<file path="src/verilog/port7_pkg.sv">
// Purpose: constants and types shared by the four-line port block
// Assumes: registers are one byte each, one Avalon word apiece
// Notes: indices are printed offsets; byte address is four times index
package port7_pkg;
  localparam int NUM_LINES = 4;
  localparam int ADDR_W = 18;
  localparam int DATA_W = 32;
  localparam int REG_W = 8;
  localparam int IDX_LSB = 2;
  // register indices (byte address = index * 4)
  localparam logic [15:0] IDX_PIN_CTRL = 16'hFE5C;
  localparam logic [15:0] IDX_IRQ_LOW_PAIR = 16'hFE5D;
  localparam logic [15:0] IDX_IRQ_HIGH_PAIR = 16'hFE5E;
  localparam logic [15:0] IDX_INPUT_SEL = 16'hFE5F;
  localparam logic [15:0] IDX_LATCH_VIEW = 16'hFE60;
  // reset values
  localparam logic [7:0] RST_PIN_CTRL = 8'h00;
  localparam logic [7:0] RST_IRQ_LOW_PAIR = 8'h00;
  localparam logic [7:0] RST_IRQ_HIGH_PAIR = 8'h00;
  localparam logic [7:0] RST_INPUT_SEL = 8'h00;
  // port control layout: data low nibble, direction high nibble
  localparam int DIR_LSB = 4;
  // irq pair layout: source n at bits PAIR_STRIDE*n + field
  localparam int PAIR_STRIDE = 4;
  localparam int F_ENABLE = 0;
  localparam int F_FLAG = 1;
  localparam int F_LEVEL_OR_FALL = 2;
  localparam int F_POLARITY_OR_RISE = 3;
  // input select layout
  localparam int TCNT_SEL_BIT = 0;
  localparam int CAPL_SEL_BIT = 6;
  localparam int CAPH_SEL_BIT = 7;
  // interrupt vectors
  localparam logic [7:0] VEC_IRQ0 = 8'h03;
  localparam logic [7:0] VEC_IRQ1 = 8'h0B;
  localparam logic [7:0] VEC_IRQ2 = 8'h13;
  localparam logic [7:0] VEC_IRQ3 = 8'h1B;
  localparam logic [7:0] VEC_NONE = 8'h00;
  typedef enum {ST_RUN, ST_HOLD, ST_LIGHT} stby_type;
endpackage : port7_pkg

</file>
<file path="src/verilog/port_irq_wakeup_block.sv">
// Purpose: four-line port with external interrupts, timer 0 pulses, wake-up
// Assumes: Avalon-MM slave on SYS_CLK_I; pins are asynchronous to the clock
// Notes: every access takes exactly one wait state
// How it works
// - low nibble of port control is output data, high nibble is direction
// - direction 1 drives; line_0 is open drain, others push-pull
// - each data bit also switches the line pull-up on; line_0 pull-up is dropped in standby
// - port control read gives pin levels low, stored directions high
// - read-modify-write uses the stored latch via the latch view register
// - pin levels are readable whatever the direction
// - irq0/irq1 select falling, low level, rising or high level
// - irq2/irq3 select none, falling, rising or both edges
// - flags set on condition; flag and enable request vectors 03h and 0Bh
// - irq2 requests vector 13h and irq3 vector 1Bh
// - flags stay set until software writes zero
// - each flag-setting change on selected line pulses timer count
// - timer source select 1 picks line_3, 0 picks line_2
// - flag-setting changes pulse capture low or capture high
// - capture low picks line_0 or line_2, high picks line_1 or line_3
// - level mode capture on line_0/1 pulses every cycle while level holds
// - irq2 flag with enable wakes from standby, irq0/irq1 only in level mode; irq3 never does
// - after wake, light standby lasts until interrupt is accepted
// - line_0 and line_1 wake only in level mode
// - in standby line_2 ignores edges toward its level at entry
`timescale 1ns/1ns
module port_irq_wakeup_block (
  input wire logic SYS_CLK_I,
  input wire logic RST_B_I,
  input wire logic [port7_pkg::ADDR_W-1:0] AVS_ADDRESS_I,
  input wire logic AVS_READ_I,
  input wire logic AVS_WRITE_I,
  input wire logic [port7_pkg::DATA_W-1:0] AVS_WRITEDATA_I,
  input wire logic [3:0] AVS_BYTEENABLE_I,
  output logic [port7_pkg::DATA_W-1:0] AVS_READDATA_O,
  output logic AVS_WAITREQUEST_O,
  input wire logic [port7_pkg::NUM_LINES-1:0] LINE_IN_I,
  output logic [port7_pkg::NUM_LINES-1:0] LINE_OUT_O,
  output logic [port7_pkg::NUM_LINES-1:0] LINE_OE_O,
  output logic [port7_pkg::NUM_LINES-1:0] LINE_PULLUP_O,
  output logic [port7_pkg::NUM_LINES-1:0] IRQ_REQ_O,
  output logic [7:0] IRQ_VECTOR_O,
  input wire logic IRQ_ACK_I,
  input wire logic HOLD_REQ_I,
  output logic STANDBY_O,
  output logic LIGHT_STBY_O,
  output logic WAKE_O,
  output logic TIMER_COUNT_O,
  output logic CAPTURE_LOW_O,
  output logic CAPTURE_HIGH_O
);
  import port7_pkg::*;

  logic [7:0] pin_ctrl_r;
  logic [7:0] irq01_r;
  logic [7:0] irq23_r;
  logic [7:0] isel_r;
  logic ack_r;
  logic [DATA_W-1:0] rdata_r;
  logic [NUM_LINES-1:0] sync1_r;
  logic [NUM_LINES-1:0] sync2_r;
  logic [NUM_LINES-1:0] sync3_r;
  logic [NUM_LINES-1:0] lvl_r;
  logic [NUM_LINES-1:0] lvl_prev_r;
  logic line2_ref_r;
  stby_type st_r;
  stby_type st_nxt;
  logic [NUM_LINES-1:0] irq_req_r;
  logic [7:0] vec_r;
  logic wake_r;
  logic tcnt_r;
  logic capl_r;
  logic caph_r;

  // bus decode: one wait state, then the access completes
  wire req = AVS_READ_I | AVS_WRITE_I;
  wire [15:0] idx = AVS_ADDRESS_I[IDX_LSB +: 16];
  wire wr_go = AVS_WRITE_I & ack_r & AVS_BYTEENABLE_I[0];
  wire [7:0] wbyte = AVS_WRITEDATA_I[7:0];
  wire hit_pin = (idx == IDX_PIN_CTRL);
  wire hit_latch = (idx == IDX_LATCH_VIEW);
  wire hit_i01 = (idx == IDX_IRQ_LOW_PAIR);
  wire hit_i23 = (idx == IDX_IRQ_HIGH_PAIR);
  wire hit_isl = (idx == IDX_INPUT_SEL);
  wire wr_pin = wr_go & (hit_pin | hit_latch);
  wire wr_i01 = wr_go & hit_i01;
  wire wr_i23 = wr_go & hit_i23;
  wire wr_isl = wr_go & hit_isl;
  assign AVS_WAITREQUEST_O = req & ~ack_r;

  // field views
  wire [3:0] out_data = pin_ctrl_r[3:0];
  wire [3:0] dir = pin_ctrl_r[DIR_LSB +: 4];
  wire in_hold = (st_r == ST_HOLD);

  // pin levels low, stored directions high; regardless of direction
  wire [7:0] pin_view = {dir, lvl_r};
  wire [7:0] latch_view = pin_ctrl_r;
  // unmapped indices read as zero
  wire [7:0] rd_byte = hit_pin ? pin_view :
                       hit_latch ? latch_view :
                       hit_i01 ? irq01_r :
                       hit_i23 ? irq23_r :
                       hit_isl ? isel_r : 8'h00;

  // bus handshake; read data is caught in the wait cycle so it stands at release
  always_ff @(posedge SYS_CLK_I or negedge RST_B_I) begin
    if (!RST_B_I) begin
      ack_r <= 1'b0;
      rdata_r <= '0;
    end else begin
      ack_r <= req & ~ack_r;
      if (AVS_READ_I && !ack_r) begin
        rdata_r <= {24'h000000, rd_byte};
      end
    end
  end
  assign AVS_READDATA_O = rdata_r;

  // three-stage sampler; a change counts once stages two and three agree
  always_ff @(posedge SYS_CLK_I or negedge RST_B_I) begin
    if (!RST_B_I) begin
      sync1_r <= '0;
      sync2_r <= '0;
      sync3_r <= '0;
      lvl_r <= '0;
      lvl_prev_r <= '0;
    end else begin
      sync1_r <= LINE_IN_I;
      sync2_r <= sync1_r;
      sync3_r <= sync2_r;
      lvl_prev_r <= lvl_r;
      for (int k = 0; k < NUM_LINES; k++) begin
        if (sync2_r[k] == sync3_r[k]) begin
          lvl_r[k] <= sync3_r[k];
        end
      end
    end
  end

  // per-line edges from current and previous filtered samples
  logic [NUM_LINES-1:0] rise;
  logic [NUM_LINES-1:0] fall;
  genvar g;
  generate
    for (g = 0; g < NUM_LINES; g++) begin : g_edge
      assign rise[g] = lvl_r[g] & ~lvl_prev_r[g];
      assign fall[g] = ~lvl_r[g] & lvl_prev_r[g];
      // data drives; line_0 only pulls low
      if (g == 0) begin : g_od
        assign LINE_OUT_O[g] = 1'b0;
        assign LINE_OE_O[g] = dir[g] & ~out_data[g];
      end else begin : g_pp
        assign LINE_OUT_O[g] = out_data[g];
        assign LINE_OE_O[g] = dir[g];
      end
    end
  endgenerate
  // pull-up follows data; line_0 pull-up is dropped in standby
  assign LINE_PULLUP_O = out_data & {3'b111, ~in_hold};

  // level/edge detection for line_0 and line_1
  wire [1:0] lv_sel = {irq01_r[PAIR_STRIDE + F_LEVEL_OR_FALL], irq01_r[F_LEVEL_OR_FALL]};
  wire [1:0] lh_sel = {irq01_r[PAIR_STRIDE + F_POLARITY_OR_RISE],
                       irq01_r[F_POLARITY_OR_RISE]};
  logic [1:0] det01;
  always_comb begin
    for (int k = 0; k < 2; k++) begin
      if (lv_sel[k]) begin
        det01[k] = (lvl_r[k] == lh_sel[k]);
      end else begin
        det01[k] = lh_sel[k] ? rise[k] : fall[k];
      end
    end
  end

  // edge selection for line_2 and line_3
  wire fall_en2 = irq23_r[F_LEVEL_OR_FALL];
  wire rise_en2 = irq23_r[F_POLARITY_OR_RISE];
  wire fall_en3 = irq23_r[PAIR_STRIDE + F_LEVEL_OR_FALL];
  wire rise_en3 = irq23_r[PAIR_STRIDE + F_POLARITY_OR_RISE];
  // edges toward the level held at standby entry are ignored
  wire blk_rise2 = in_hold & line2_ref_r;
  wire blk_fall2 = in_hold & ~line2_ref_r;
  wire det2 = (rise_en2 & rise[2] & ~blk_rise2) | (fall_en2 & fall[2] & ~blk_fall2);
  wire det3 = (rise_en3 & rise[3]) | (fall_en3 & fall[3]);
  wire [3:0] det = {det3, det2, det01};

  // flag and enable views
  wire [3:0] flag = {irq23_r[PAIR_STRIDE + F_FLAG], irq23_r[F_FLAG],
                     irq01_r[PAIR_STRIDE + F_FLAG], irq01_r[F_FLAG]};
  wire [3:0] ena = {irq23_r[PAIR_STRIDE + F_ENABLE], irq23_r[F_ENABLE],
                    irq01_r[PAIR_STRIDE + F_ENABLE], irq01_r[F_ENABLE]};

  // flags: hardware set wins over a software clear in the same cycle
  logic [7:0] irq01_nxt;
  logic [7:0] irq23_nxt;
  always_comb begin
    irq01_nxt = wr_i01 ? wbyte : irq01_r;
    irq23_nxt = wr_i23 ? wbyte : irq23_r;
    irq01_nxt[F_FLAG] = irq01_nxt[F_FLAG] | det[0];
    irq01_nxt[PAIR_STRIDE + F_FLAG] = irq01_nxt[PAIR_STRIDE + F_FLAG] | det[1];
    irq23_nxt[F_FLAG] = irq23_nxt[F_FLAG] | det[2];
    irq23_nxt[PAIR_STRIDE + F_FLAG] = irq23_nxt[PAIR_STRIDE + F_FLAG] | det[3];
  end

  always_ff @(posedge SYS_CLK_I or negedge RST_B_I) begin
    if (!RST_B_I) begin
      pin_ctrl_r <= RST_PIN_CTRL;
      irq01_r <= RST_IRQ_LOW_PAIR;
      irq23_r <= RST_IRQ_HIGH_PAIR;
      isel_r <= RST_INPUT_SEL;
    end else begin
      if (wr_pin) begin
        pin_ctrl_r <= wbyte;
      end
      irq01_r <= irq01_nxt;
      irq23_r <= irq23_nxt;
      if (wr_isl) begin
        isel_r <= wbyte;
      end
    end
  end

  // requests and the vector of the lowest pending source
  wire [3:0] req_now = flag & ena;
  wire [7:0] vec_now = req_now[0] ? VEC_IRQ0 :
                       req_now[1] ? VEC_IRQ1 :
                       req_now[2] ? VEC_IRQ2 :
                       req_now[3] ? VEC_IRQ3 : VEC_NONE;
  // wake sources; irq3 is left out on purpose
  wire wake_now = (req_now[0] & lv_sel[0]) | (req_now[1] & lv_sel[1]) | req_now[2];
  wire tcnt_now = isel_r[TCNT_SEL_BIT] ? det[3] : det[2];
  wire capl_now = isel_r[CAPL_SEL_BIT] ? det[0] : det[2];
  wire caph_now = isel_r[CAPH_SEL_BIT] ? det[1] : det[3];

  // pulses follow detection, so level mode repeats each cycle
  always_ff @(posedge SYS_CLK_I or negedge RST_B_I) begin
    if (!RST_B_I) begin
      irq_req_r <= '0;
      vec_r <= VEC_NONE;
      wake_r <= 1'b0;
      tcnt_r <= 1'b0;
      capl_r <= 1'b0;
      caph_r <= 1'b0;
    end else begin
      irq_req_r <= req_now;
      vec_r <= vec_now;
      wake_r <= wake_now;
      tcnt_r <= tcnt_now;
      capl_r <= capl_now;
      caph_r <= caph_now;
    end
  end
  assign IRQ_REQ_O = irq_req_r;
  assign IRQ_VECTOR_O = vec_r;
  assign WAKE_O = wake_r;
  assign TIMER_COUNT_O = tcnt_r;
  assign CAPTURE_LOW_O = capl_r;
  assign CAPTURE_HIGH_O = caph_r;

  // standby sequence: hold, then light standby until the ack
  always_comb begin
    st_nxt = st_r;
    case (st_r)
      ST_RUN: begin
        if (HOLD_REQ_I) begin
          st_nxt = ST_HOLD;
        end
      end
      ST_HOLD: begin
        if (wake_r) begin
          st_nxt = ST_LIGHT;
        end
      end
      ST_LIGHT: begin
        if (IRQ_ACK_I) begin
          st_nxt = ST_RUN;
        end
      end
      default: st_nxt = ST_RUN;
    endcase
  end

  // line_2 level is frozen at hold entry for the edge blocking
  always_ff @(posedge SYS_CLK_I or negedge RST_B_I) begin
    if (!RST_B_I) begin
      st_r <= ST_RUN;
      line2_ref_r <= 1'b0;
    end else begin
      st_r <= st_nxt;
      if (st_r == ST_RUN && st_nxt == ST_HOLD) begin
        line2_ref_r <= lvl_r[2];
      end
    end
  end
  assign STANDBY_O = in_hold;
  assign LIGHT_STBY_O = (st_r == ST_LIGHT);
endmodule : port_irq_wakeup_block

</file>
<file path="config.mk">
export PLATFORM = sky130hd
export DESIGN_NAME = port_irq_wakeup_block
export DESIGN_NICKNAME = d
export VERILOG_FILES = /design/src/verilog/port7_pkg.sv /design/src/verilog/port_irq_wakeup_block.sv
export SDC_FILE = /design/constraint.sdc
export NUM_CORES = 1
export LEC_CHECK = 0
export BUFFER_PORTS_ARGS = -buffer_cell sky130_fd_sc_hd__buf_2
export CORE_AREA = 2 2 99 101
export CTS_CLUSTER_DIAMETER = 150
export CTS_CLUSTER_SIZE = 24
export DETAILED_ROUTE_END_ITERATION = 10
export DIE_AREA = 0 0 101 103
export GPL_TIMING_DRIVEN = 0
export HOLD_SLACK_MARGIN = 0.15
export PLACE_DENSITY = 0.84
export SYNTH_ARGS = -nofsm -noshare
export SYNTH_HDL_FRONTEND = slang
export SYNTH_SLANG_ARGS = --single-unit
</file>
<file path="constraint.sdc">
create_clock -name SYS_CLK_I -period 1.5 [get_ports SYS_CLK_I]
set_clock_uncertainty 0.1 [all_clocks]
set_input_delay 0.3 -clock SYS_CLK_I [delete_from_list [all_inputs] [get_ports SYS_CLK_I]]
set_output_delay 0.3 -clock SYS_CLK_I [all_outputs]
set_load 0.01 [all_outputs]
</file>
==> summary.txt, run 1 <==
Layout
  • Area occupied by multi-input gates: 1750 um^2
  • Fraction of layout cells with a size suffix above 1: 45.8%
  • Final Net Count: 558
  • Final design utilization: 61.8%
  • Reg area: 2630 um^2
  • Commonest cells after routing, fill and taps aside: 101 x dfrtp_1, 61 x buf_4, 60 x buf_2
  • Commonest non-fill, non-tap cell in the layout: dfrtp_1
  • Design area: 5850 um^2
  • Filler cells: 720
  • Layout area overhead: 38.1%
  • Ant diodes: 0

Global route
  • GRT Util Overall: a little under a fifth
  • Met2 Track Usage GR: 31.4%
  • Number of global-route vias before repair: 2948
  • GR Layer Usage met1: 23.5%
  • Met3 usage in global routing: 2.92%
  • GR peak layer: met2
  • Overflow after GRT: 0
  • Largest net degree at the start of global routing: between 60 and 70
  • First-pass GRT wire length: 14400 um
  • Initial antenna violation count: 0

STA
  • Final worst path period need: between 2 and 2.5 ns
  • Slew headroom: 63.6%
  • Setup ws final: -0.695 ns
  • RSZ-0062 raised after global routing: true
  • Slew Viols, Final: 0
  • Slew @ Worst Pin: around 0.55 ns
  • Final-report hold violation count: 0
  • FMAX: 0.456 GHz
  • Final setup vio count: 26
  • Fin Setup TNS: -4.97 ns
  • Final Cycle Share: 146%

Logic synthesis
  • FF+latch count, synth: 105
  • Largest family of logic cells by synthesized area: multiplexers
  • Post-synthesis adder-cell area fraction: 0.946%
  • XOR/XNOR Fraction of Synth Area: 0.414%
  • Ys Warns: 0
  • Syn Inst Count: 319
  • Distinct cells, synth: 44
  • Proportion of synthesized area in mux cells: 11.4%
  • Synth Area in Compound Gates: approximately 5.8%
  • Synthesized area per cell: 13.3 um^2
  • EDFF count, synth: 0
  • Synth Flop Type: dfrtp_1
  • Async S/R FF share, synth: between 90% and 100%
  • Register area share after synthesis: a little over 60%
  • Simple-gate portion of the synthesized area: 11.1%
  • Post-synth design cell area: 4230 um^2

Worst setup path
  • Crit-path max FO: 2
  • Crit path DAT: 1.79 ns
  • CP max stage cell: dfrtp_1
  • CP required: 1.10 ns
  • Startpoint types: flop
  • Setup CP Type: flop to output pin
  • Reg2Reg Depth: 6
  • Reg-to-reg slack, setup: -0.28 ns
  • Critical Path Max Stage Delay: 0.41 ns
  • CP endpoint kind: output pin
  • Worst path cell trace: nor4_4, nand4_1, or2_4, nor3_4, buf_2

Drt
  • Via density: about 4.9
  • Routed wirelength normalized by instance count: 15.3 um
  • Pre-antenna DRT Iters: 4
  • DRT Wirelength: 9390 um
  • Violation count after the first detailed-routing iteration: 60
  • DR vias: 3015
  • Post-route antenna net violation count: 0
  • DRC Markers: 0

Floorplanning
  • Core Region: about 9500 um^2
  • Io pins: 127
  • Initial Util: 44.7%
  • Die ar.: about 10000 um^2
  • Chip width: between 100 and 150 um
  • Rows: 36
  • Die Y: 103 um

CTS
  • Inserted Clock Buffers: 9
  • CTS tree: yes
  • Deepest clock path buffer count: 2
  • CTS root buf: clkbuf_8
  • H-Tree Depth: 3
  • CTS sink count: ~110
  • CTS clock-pin slew for the worst setup and hold paths: 0.10 ns
  • Insertion delay to the later sink of the worst-skew pair: 0.37 ns

Power
  • Peak VDD IR: 0.532 mV
  • PwrDens: 883 nW/um^2
  • Leak pwr: 2.95 nW

Run status
  • Status: finished with violations
  • Violated checks: negative setup slack

Hold path
  • Worst hold path class: input pin to flop
  • Worst hold stages: 3

Placed design
  • Buffers on Ports: 68
  • Placed cell areas: approximately 5000 um^2
  • DP HPWL: 6250 um
  • Placer Congestion: 0.843
  • Setup WS pre-CTS: -1.09 ns

Run
  • Max-cap violations: 0
power breakdown:
group	switching, W	internal, W
clock	0.000956	0.000820
sequential	0.0000595	0.00291
combinational	0.000216	0.000196
layout make-up:
class | count | share of cell area [%]
flip-flops and latches | 105 | 45.0
multi-input cells | 219 | 30.0
repair buffers | 108 | 13.1
plain buffers | 44 | 5.57
well taps | 114 | 2.44
clock buffers | 10 | 2.35
clock inverters | 5 | 1.09
inverters | 7 | 0.449
state kept, by name, indices dropped and copies added, names as in the netlist, 8 cells and up:
name / flops
st_r: 32
isel_r: 8
irq01_r: 8
latch_view: 8
AVS_READDATA_O: 8
irq23_r: 8
path summary, 6_finish.rpt:
path | start | endpoint
setup / recovery | st_r[12] | LIGHT_STBY_O
hold / removal | HOLD_REQ_I | st_r[0]
setup reg to reg | st_r[12] | CAPTURE_LOW_O
hold reg to reg | sync1_r[3] | sync2_r[3]
max in group asynchronous | RST_B_I | lvl_r[2]
min in group asynchronous | RST_B_I | sync2_r[1]
cell usage after synthesis, drive strengths merged (2+ instances only):
library cell	number	share of area, %
dfrtp	105	62
buf	43	7.3
mux2	33	8.8
nand2	18	1.6
o21ai	13	1.5
nor2	11	0.98
nor4	9	1.6
a32oi	8	1.7
nor3	8	1.2
inv	7	0.62
nand4	7	1.0
nand3	6	0.83
a21oi	5	0.68
nand3b	5	0.89
a22o	4	0.83
maj3	4	0.95
mux4	4	2.1
clkbuf	3	0.27
nor2b	3	0.44
and2	2	0.30
mux2i	2	0.47
nand2b	2	0.30
nand4b	2	0.77
o31ai	2	0.35
or4	2	0.44
cells by family after synthesis:
group                    after synthesis
buffers and inverters                 53
other                                  1
multiplexers                          39
AO/OA/AOI/OAI                         36
adder cells (fa/ha/maj)                4
AND/OR/NAND/NOR                       79
XOR/XNOR                               2
flip-flops                           105
critical path: cells and delay by family, from the launching register on:
kind	cells	cell delay, ns
and+or+nand+nor	4	0.87
DFF	1	0.41
buffers and inverters	1	0.14
layer usage:
metal | part of all wire [%] | vias to the layer above | routed length, um
met2 | 52 | 91 | 4860
met5 | 0 | - | 0
li1 | - | 1388 | -
met4 | 1.8 | 0 | 172
met1 | 41 | 1521 | 3870
met3 | 5.2 | 15 | 491
timing repair:
item | in CTS | in global routing
hold buffers | 14 | 0
pin swaps | 17 | 14
hold endpoints to repair | 75 | 0
gates resized for setup | 47 | 25
endpoints found under the setup margin | 51 | 53
setup buffers | 19 | 8
per-stage QoR:
stage	cells	hold slack [ns]	power, W
floorplan	377	-0.0956	0.00318
global placement	559	0.231	0.00332
detailed placement	560	0.218	0.00335
CTS	607	0.177	0.00517
global route	612	0.226	0.00538
finish	612	0.227	0.00516
No activity file was read; power rests on OpenSTA's default activity.
==> inputs of run 2 (changes only) <==
--- a/config.mk
+++ b/config.mk
@@ -13,7 +13,8 @@
 export DIE_AREA = 0 0 101 103
 export GPL_TIMING_DRIVEN = 0
 export HOLD_SLACK_MARGIN = 0.15
-export PLACE_DENSITY = 0.84
+export PLACE_DENSITY = 0.78
+export SETUP_SLACK_MARGIN = 0.3
 export SYNTH_ARGS = -nofsm -noshare
 export SYNTH_HDL_FRONTEND = slang
 export SYNTH_SLANG_ARGS = --single-unit
==> run 2 against run 1 <==
Net effect: the run ends with negative hold slack, negative setup slack left; first-iteration DRC count grew to 3.9 times the previous value; via count is 13% higher; register-to-register slack worse by 0.35 ns; sequential power hardly changed; count of clock-buffer cells in the layout stayed put; final area is 11% higher; routed wire length is 33% higher.
==> summary.txt, run 2 (same netlist as run 1, synthesis figures left out) <==
STA
  • Slew @ Worst Pin: 0.561 ns (+0.0157 ns)
  • Slew headroom: 62.6% (-1.0 points)
  • Setup ws final: -0.751 ns (-0.0569 ns)
  • Final setup vio count: 46 (+77%)
  • Final Cycle Share: 150% (+3.8 points)
  • Fin Setup TNS: -7.79 ns (-2.81 ns)
  • Final worst path period need: 2.25 ns (+0.0569 ns)
  • Final hold slack: -0.197 ns (-0.424 ns)
  • Final-report hold violation count: 40 (+40)
  • Slew Viols, Final: 0 (unchanged)
  • FMAX: 0.444 GHz (-2.5%)
  • RSZ-0062 raised after global routing: true

Floorplanning
  • Rows: 36 (unchanged)
  • Chip width: 101 um (unchanged)
  • Initial Util: 44.7% (unchanged)
  • Io pins: 127 (unchanged)
  • Die Y: 103 um (unchanged)
  • Core Region: 9460 um^2 (unchanged)
  • Die ar.: 10400 um^2 (unchanged)

Power
  • Peak VDD IR: 0.422 mV (-21%)
  • PwrDens: 773 nW/um^2 (-12%)
  • Leak pwr: 3.23 nW (+9.6%)

CTS
  • CTS tree: yes
  • CTS sink count: 105 (unchanged)
  • CTS root buf: clkbuf_8
  • Insertion delay to the later sink of the worst-skew pair: 0.38 ns (about the same)
  • Inserted Clock Buffers: 9 (unchanged)
  • Hold buffer count at CTS: 12 (-2)
  • H-Tree Depth: 3 (unchanged)
  • Deepest clock path buffer count: 2 (unchanged)
  • CTS clock-pin slew for the worst setup and hold paths: 0.10 ns (about the same)

Global route
  • GR peak layer: met2
  • Met3 usage in global routing: 6.64% (+3.7 points)
  • Met2 Track Usage GR: 34.8% (+3.4 points)
  • Initial antenna violation count: 0 (unchanged)
  • Largest net degree at the start of global routing: 66 (-1.5%)
  • Number of global-route vias before repair: 3301 (+12%)
  • GR Layer Usage met1: 27.3% (+3.8 points)
  • Overflow after GRT: 0 (unchanged)
  • GRT Util Overall: 22.0% (+3.7 points)
  • First-pass GRT wire length: 17200 um (+19%)

Layout
  • Final design utilization: 68.8% (+7.0 points)
  • Largest reg by FF count: st_r
  • Area occupied by multi-input gates: 1880 um^2 (+7.1%)
  • Commonest cells after routing, fill and taps aside: 101 x dfrtp_1, 81 x buf_4, 59 x conb_1
  • Filler cells: 617 (-14%)
  • Final Net Count: 605 (+8.4%)
  • Design area: 6500 um^2 (+11%)
  • Ant diodes: 0 (unchanged)
  • Post-route insts no fill: 659 (+7.7%)
  • Layout area overhead: 53.7%
  • Reg area: 2630 um^2 (unchanged)
  • Max reg flops: 32 (unchanged)
  • Fraction of layout cells with a size suffix above 1: 53.2% (+7.4 points)
  • Commonest non-fill, non-tap cell in the layout: dfrtp_1

Run status
  • Violated checks: negative hold slack, negative setup slack
  • Status: finished with violations

Worst setup path
  • CP max stage cell: dfrtp_1
  • Critical Path Max Stage Delay: 0.41 ns (about the same)
  • Crit-path max FO: 2 (unchanged)
  • CP endpoint kind: output pin
  • Setup CP Type: flop to output pin
  • Worst Setup SP: st_r[12]
  • Buf+Inv Stages, Crit Path: 1 (unchanged)
  • Startpoint types: flop
  • Crit path DAT: 1.85 ns (+0.06 ns)
  • Worst path cell trace: nor4_4, nand4_1, or2_4, nor3_4, buf_2
  • RR Startpoint: st_r[12]
  • CP required: 1.10 ns (about the same)
  • Crit-path leading delay family: simple AND/OR/NAND/NOR gates

Placed design
  • Placer Congestion: 0.870 (+3.2%)
  • DP HPWL: 6090 um (-2.6%)
  • Buffers on Ports: 68 (unchanged)
  • Dpl cells: 560 (unchanged)
  • Placed cell areas: 5020 um^2 (+0.30%)

Run
  • Max-cap violations: 0 (unchanged)

Drt
  • DR vias: 3417 (+13%)
  • Routed wirelength normalized by instance count: 19.0 um (+24%)
  • DRT Wirelength: 12500 um (+33%)
  • Via density: 5.19 (+5.3%)
  • Pre-antenna DRT Iters: 5 (+1)
  • DRC Markers: 0 (unchanged)
  • Violation count after the first detailed-routing iteration: 231 (+290%)
  • Post-route antenna net violation count: 0 (unchanged)

Hold path
  • Worst hold path class: input pin to asynchronous set/reset pin
run 2: stage by stage:
stage	setup slack [ns]	total power, W
after floorplan	-0.412	0.00318
after global placement	-1.15	0.00332
after detailed placement	-0.983	0.00334
after CTS	-0.694	0.00498
after global routing	-0.880	0.00523
final	-0.751	0.00503
run 2: worst register-to-register path, stage by stage, from the launching register on:
cell     delay, ns
dfrtp_1       0.41
nor4_4        0.32
nand4_1       0.19
buf_4         0.19
buf_6         0.11
buf_6         0.11
buf_6         0.11
nor3_4        0.17
mux2_4        0.32
run 2: area by class of cell:
| type | count | area share, % |
|---|---|---|
| inverter | 7 | 0.404 |
| timing repair buffer | 153 | 19.3 |
| clock buffer | 10 | 1.96 |
| multi-input combinational | 219 | 28.9 |
| buffer | 46 | 6.23 |
| clock inverter | 5 | 0.616 |
| tap | 114 | 2.19 |
| sequential | 105 | 40.5 |
run 2: worst paths after layout:
path                           endpoint  slack, ns  cells after the start
min in group SYS_CLK_I            ack_r       0.21                      4
setup / recovery           LIGHT_STBY_O      -0.75                      5
setup reg to reg            line2_ref_r      -0.63                      8
hold / removal               sync3_r[1]      -0.20                      1
max in group asynchronous       st_r[0]       0.79                      2
hold reg to reg              sync2_r[3]       0.25                      0
run 2: timing repair:
| item | 4_1_cts | 5_1_grt |
|---|---|---|
| cloned | 0 | 1 |
| endpoints found under the hold margin | 75 | 40 |
| setup buffers | 54 | 17 |
| pin swaps | 32 | 25 |
| endpoints found under the setup margin | 82 | 84 |
| resized for setup | 113 | 37 |
run 2: per-layer routing:
layer / share of wire [%] / vias up
met4: 5.9 / 0
met1: 38 / 1670
met3: 7.4 / 56
li1: - / 1488
met2: 49 / 203
met5: 0 / -
run 2: where the power goes:
part / total (W) / internal [W] / switching, W / leakage, nW
Clock: 0.00156 / 0.000606 / 0.000959 / 0.0754
Sequential: 0.00297 / 0.00291 / 0.0000540 / 1.33
Combinational: 0.000497 / 0.000233 / 0.000264 / 1.83
==> inputs of run 3 (changes only) <==
==> constraint.sdc (replaced) <==
create_clock -name SYS_CLK_I -period 1.5 [get_ports SYS_CLK_I]
set_clock_uncertainty 0.1 [all_clocks]
set_input_delay 0.3 -clock SYS_CLK_I [delete_from_list [all_inputs] [get_ports SYS_CLK_I]]
set_output_delay 0.3 -clock SYS_CLK_I [all_outputs]
set_load 0.05 [all_outputs]
==> run 3 against run 2 <==
Net effect: the run still ends with negative hold slack, negative setup slack left; flip-flop and latch count stayed put; combinational power is 30% higher; critical path type unchanged; final area is 2.9% higher; core utilization is 2.0 points higher; critical path depth stayed put; critical endpoint unchanged; sequential share of layout area is 1.1 points lower; global-route usage is 1.5 points lower; register-to-register slack better by 0.23 ns.
==> summary.txt, run 3 (same netlist as run 1, synthesis figures left out) <==
Layout
  • Ant diodes: 0 (unchanged)
  • Largest reg by FF count: st_r
  • Layout area overhead: 58.1%
  • Commonest non-fill, non-tap cell in the layout: dfrtp_1
  • Commonest cells after routing, fill and taps aside: 98 x dfrtp_1, 82 x buf_4, 59 x conb_1
  • Fraction of layout cells with a size suffix above 1: 54.9% (+1.7 points)
  • Final Net Count: 602 (-0.50%)
  • Design area: 6690 um^2 (+2.9%)
  • Max reg flops: 32 (unchanged)

Drt
  • Pre-antenna DRT Iters: 4 (-1)
  • DR vias: 3382 (-1.0%)
  • DRT Wirelength: 11900 um (-4.6%)
  • Routed wirelength normalized by instance count: 18.2 um (-4.3%)
  • Violation count after the first detailed-routing iteration: 160 (-31%)
  • DRC Markers: 0 (unchanged)
  • Via density: 5.15 (-0.72%)
  • Post-route antenna net violation count: 0 (unchanged)

Placed design
  • Placed cell areas: 5080 um^2 (+1.2%)
  • DP HPWL: 6090 um (about the same)
  • Placer Congestion: 0.826 (-5.1%)
  • Setup WS pre-CTS: -0.823 ns (+0.160 ns)
  • Buffers on Ports: 68 (unchanged)

CTS
  • CTS root buf: clkbuf_8
  • Hold buffer count at CTS: 13 (+1)
  • CTS clock-pin slew for the worst setup and hold paths: 0.11 ns (about the same)
  • Insertion delay to the later sink of the worst-skew pair: 0.38 ns (about the same)
  • CTS tree: yes
  • Deepest clock path buffer count: 2 (unchanged)
  • CTS sink count: 105 (unchanged)
  • H-Tree Depth: 3 (unchanged)
  • Inserted Clock Buffers: 9 (unchanged)

Hold path
  • Worst hold path class: input pin to asynchronous set/reset pin

Global route
  • GRT Util Overall: 20.5% (-1.5 points)
  • First-pass GRT wire length: 16000 um (-6.8%)
  • Overflow after GRT: 0 (unchanged)
  • Number of global-route vias before repair: 3104 (-6.0%)
  • Initial antenna violation count: 0 (unchanged)
  • Largest net degree at the start of global routing: 61 (-7.6%)

Worst setup path
  • Worst path cell trace: nor4_2, nand4_1, or2_4, nor3_4, buf_6
  • Crit-path max FO: 2 (unchanged)
  • Reg-to-reg slack, setup: -0.40 ns (+0.23 ns)
  • Worst Setup SP: st_r[23]
  • Reg2Reg Depth: 6 (-2)
  • CP max stage cell: dfrtp_1
  • Critical Path Max Stage Delay: 0.39 ns (-0.02 ns)
  • Startpoint types: flop
  • Setup CP Type: flop to output pin
  • CP required: 1.10 ns (about the same)
  • CP endpoint kind: output pin
  • RR Startpoint: st_r[23]
  • RR Endpoint: line2_ref_r
  • Crit path DAT: 1.92 ns (+0.07 ns)
  • CP endpoint: LIGHT_STBY_O

Floorplanning
  • Die ar.: 10400 um^2 (unchanged)
  • Chip width: 101 um (unchanged)
  • Core Region: 9460 um^2 (unchanged)
  • Initial Util: 44.7% (unchanged)
  • Die Y: 103 um (unchanged)
  • Io pins: 127 (unchanged)
  • Rows: 36 (unchanged)

Power
  • Final Power: 0.00534 W (+6.3%)
  • Leak pwr: 3.28 nW (+1.4%)
  • Peak VDD IR: 0.564 mV (+34%)
  • PwrDens: 798 nW/um^2 (+3.3%)

STA
  • Final Cycle Share: 155% (+4.8 points)
  • Slew Viols, Final: 0 (unchanged)
  • Setup ws final: -0.823 ns (-0.0716 ns)
  • Slew headroom: 58.0% (-4.6 points)
  • Final-report hold violation count: 45 (+13%)
  • RSZ-0062 raised after global routing: true
  • FMAX: 0.430 GHz (-3.1%)
  • Slew @ Worst Pin: 0.631 ns (+0.0693 ns)
  • Final worst path period need: 2.32 ns (+0.0716 ns)
  • Final setup vio count: 43 (-6.5%)
  • Final hold slack: -0.168 ns (+0.0292 ns)

Run
  • Max-cap violations: 0 (unchanged)

Run status
  • Violated checks: negative hold slack, negative setup slack
  • Status: finished with violations
run 3: report_power, final:
group	internal, W	switching [W]	leakage (nW)
Combinational	0.000245	0.000401	1.85
Sequential	0.00291	0.0000532	1.32
Clock	0.000654	0.00108	0.101
run 3: worst max-delay path: cells and delay by family, from the launching register on:
kind	cells	cell delay, ns
flip-flops	1	0.39
AND/OR/NAND/NOR	4	0.98
buffers and inverters	1	0.18
run 3: final cells by class:
type | instances | area [um^2]
clock inverter | 7 | 70.1
inverter | 7 | 26.3
multi-input combinational | 219 | 1910
fill | 581 | 2770
tap | 114 | 143
sequential | 105 | 2640
clock buffer | 9 | 124
timing repair buffer | 150 | 1370
buffer | 46 | 410
run 3: routing by layer:
| layer | wire length, um | vias to the layer above | global-route usage [%] |
|---|---|---|---|
| met5 | 0 | - | 0 |
| met4 | 435 | 0 | 8.52 |
| met3 | 826 | 41 | 4.20 |
| met2 | 6150 | 180 | 34.1 |
| met1 | 4520 | 1676 | 26.3 |
| li1 | - | 1485 | - |
run 3: worst min-delay path by stage:
stage / slack (ns) / cells after the start / to
global placement: 0.23 / 0 / sync2_r[1]
floorplan: -0.1 / 0 / AVS_READDATA_O[0]
global route: -0.13 / 1 / sync1_r[1]
finish: -0.17 / 1 / CAPTURE_LOW_O
CTS: -0.16 / 1 / sync2_r[1]
detailed placement: 0.24 / 0 / sync2_r[0]
run 3: through the flow:
| step | utilization (%) | instances | TNS [ns] | hold WS (ns) |
|---|---|---|---|---|
| finish | 70.8 | 657 | -7.13 | -0.168 |
| floorplan | - | 377 | -8.92 | -0.0956 |
| global route | 70.8 | 657 | -8.98 | -0.135 |
| detailed placement | 53.7 | 560 | -28.32 | 0.237 |
| global placement | 53.4 | 559 | -132.30 | 0.232 |
| CTS | 67.1 | 635 | -5.40 | -0.155 |
run 3: repair_timing:
item	CTS	global route
endpoints found under the setup margin	82	84
gates resized for setup	165	40
endpoints found under the hold margin	81	45
cloned	0	1
buffers inserted	46	21
pin swaps	26	26
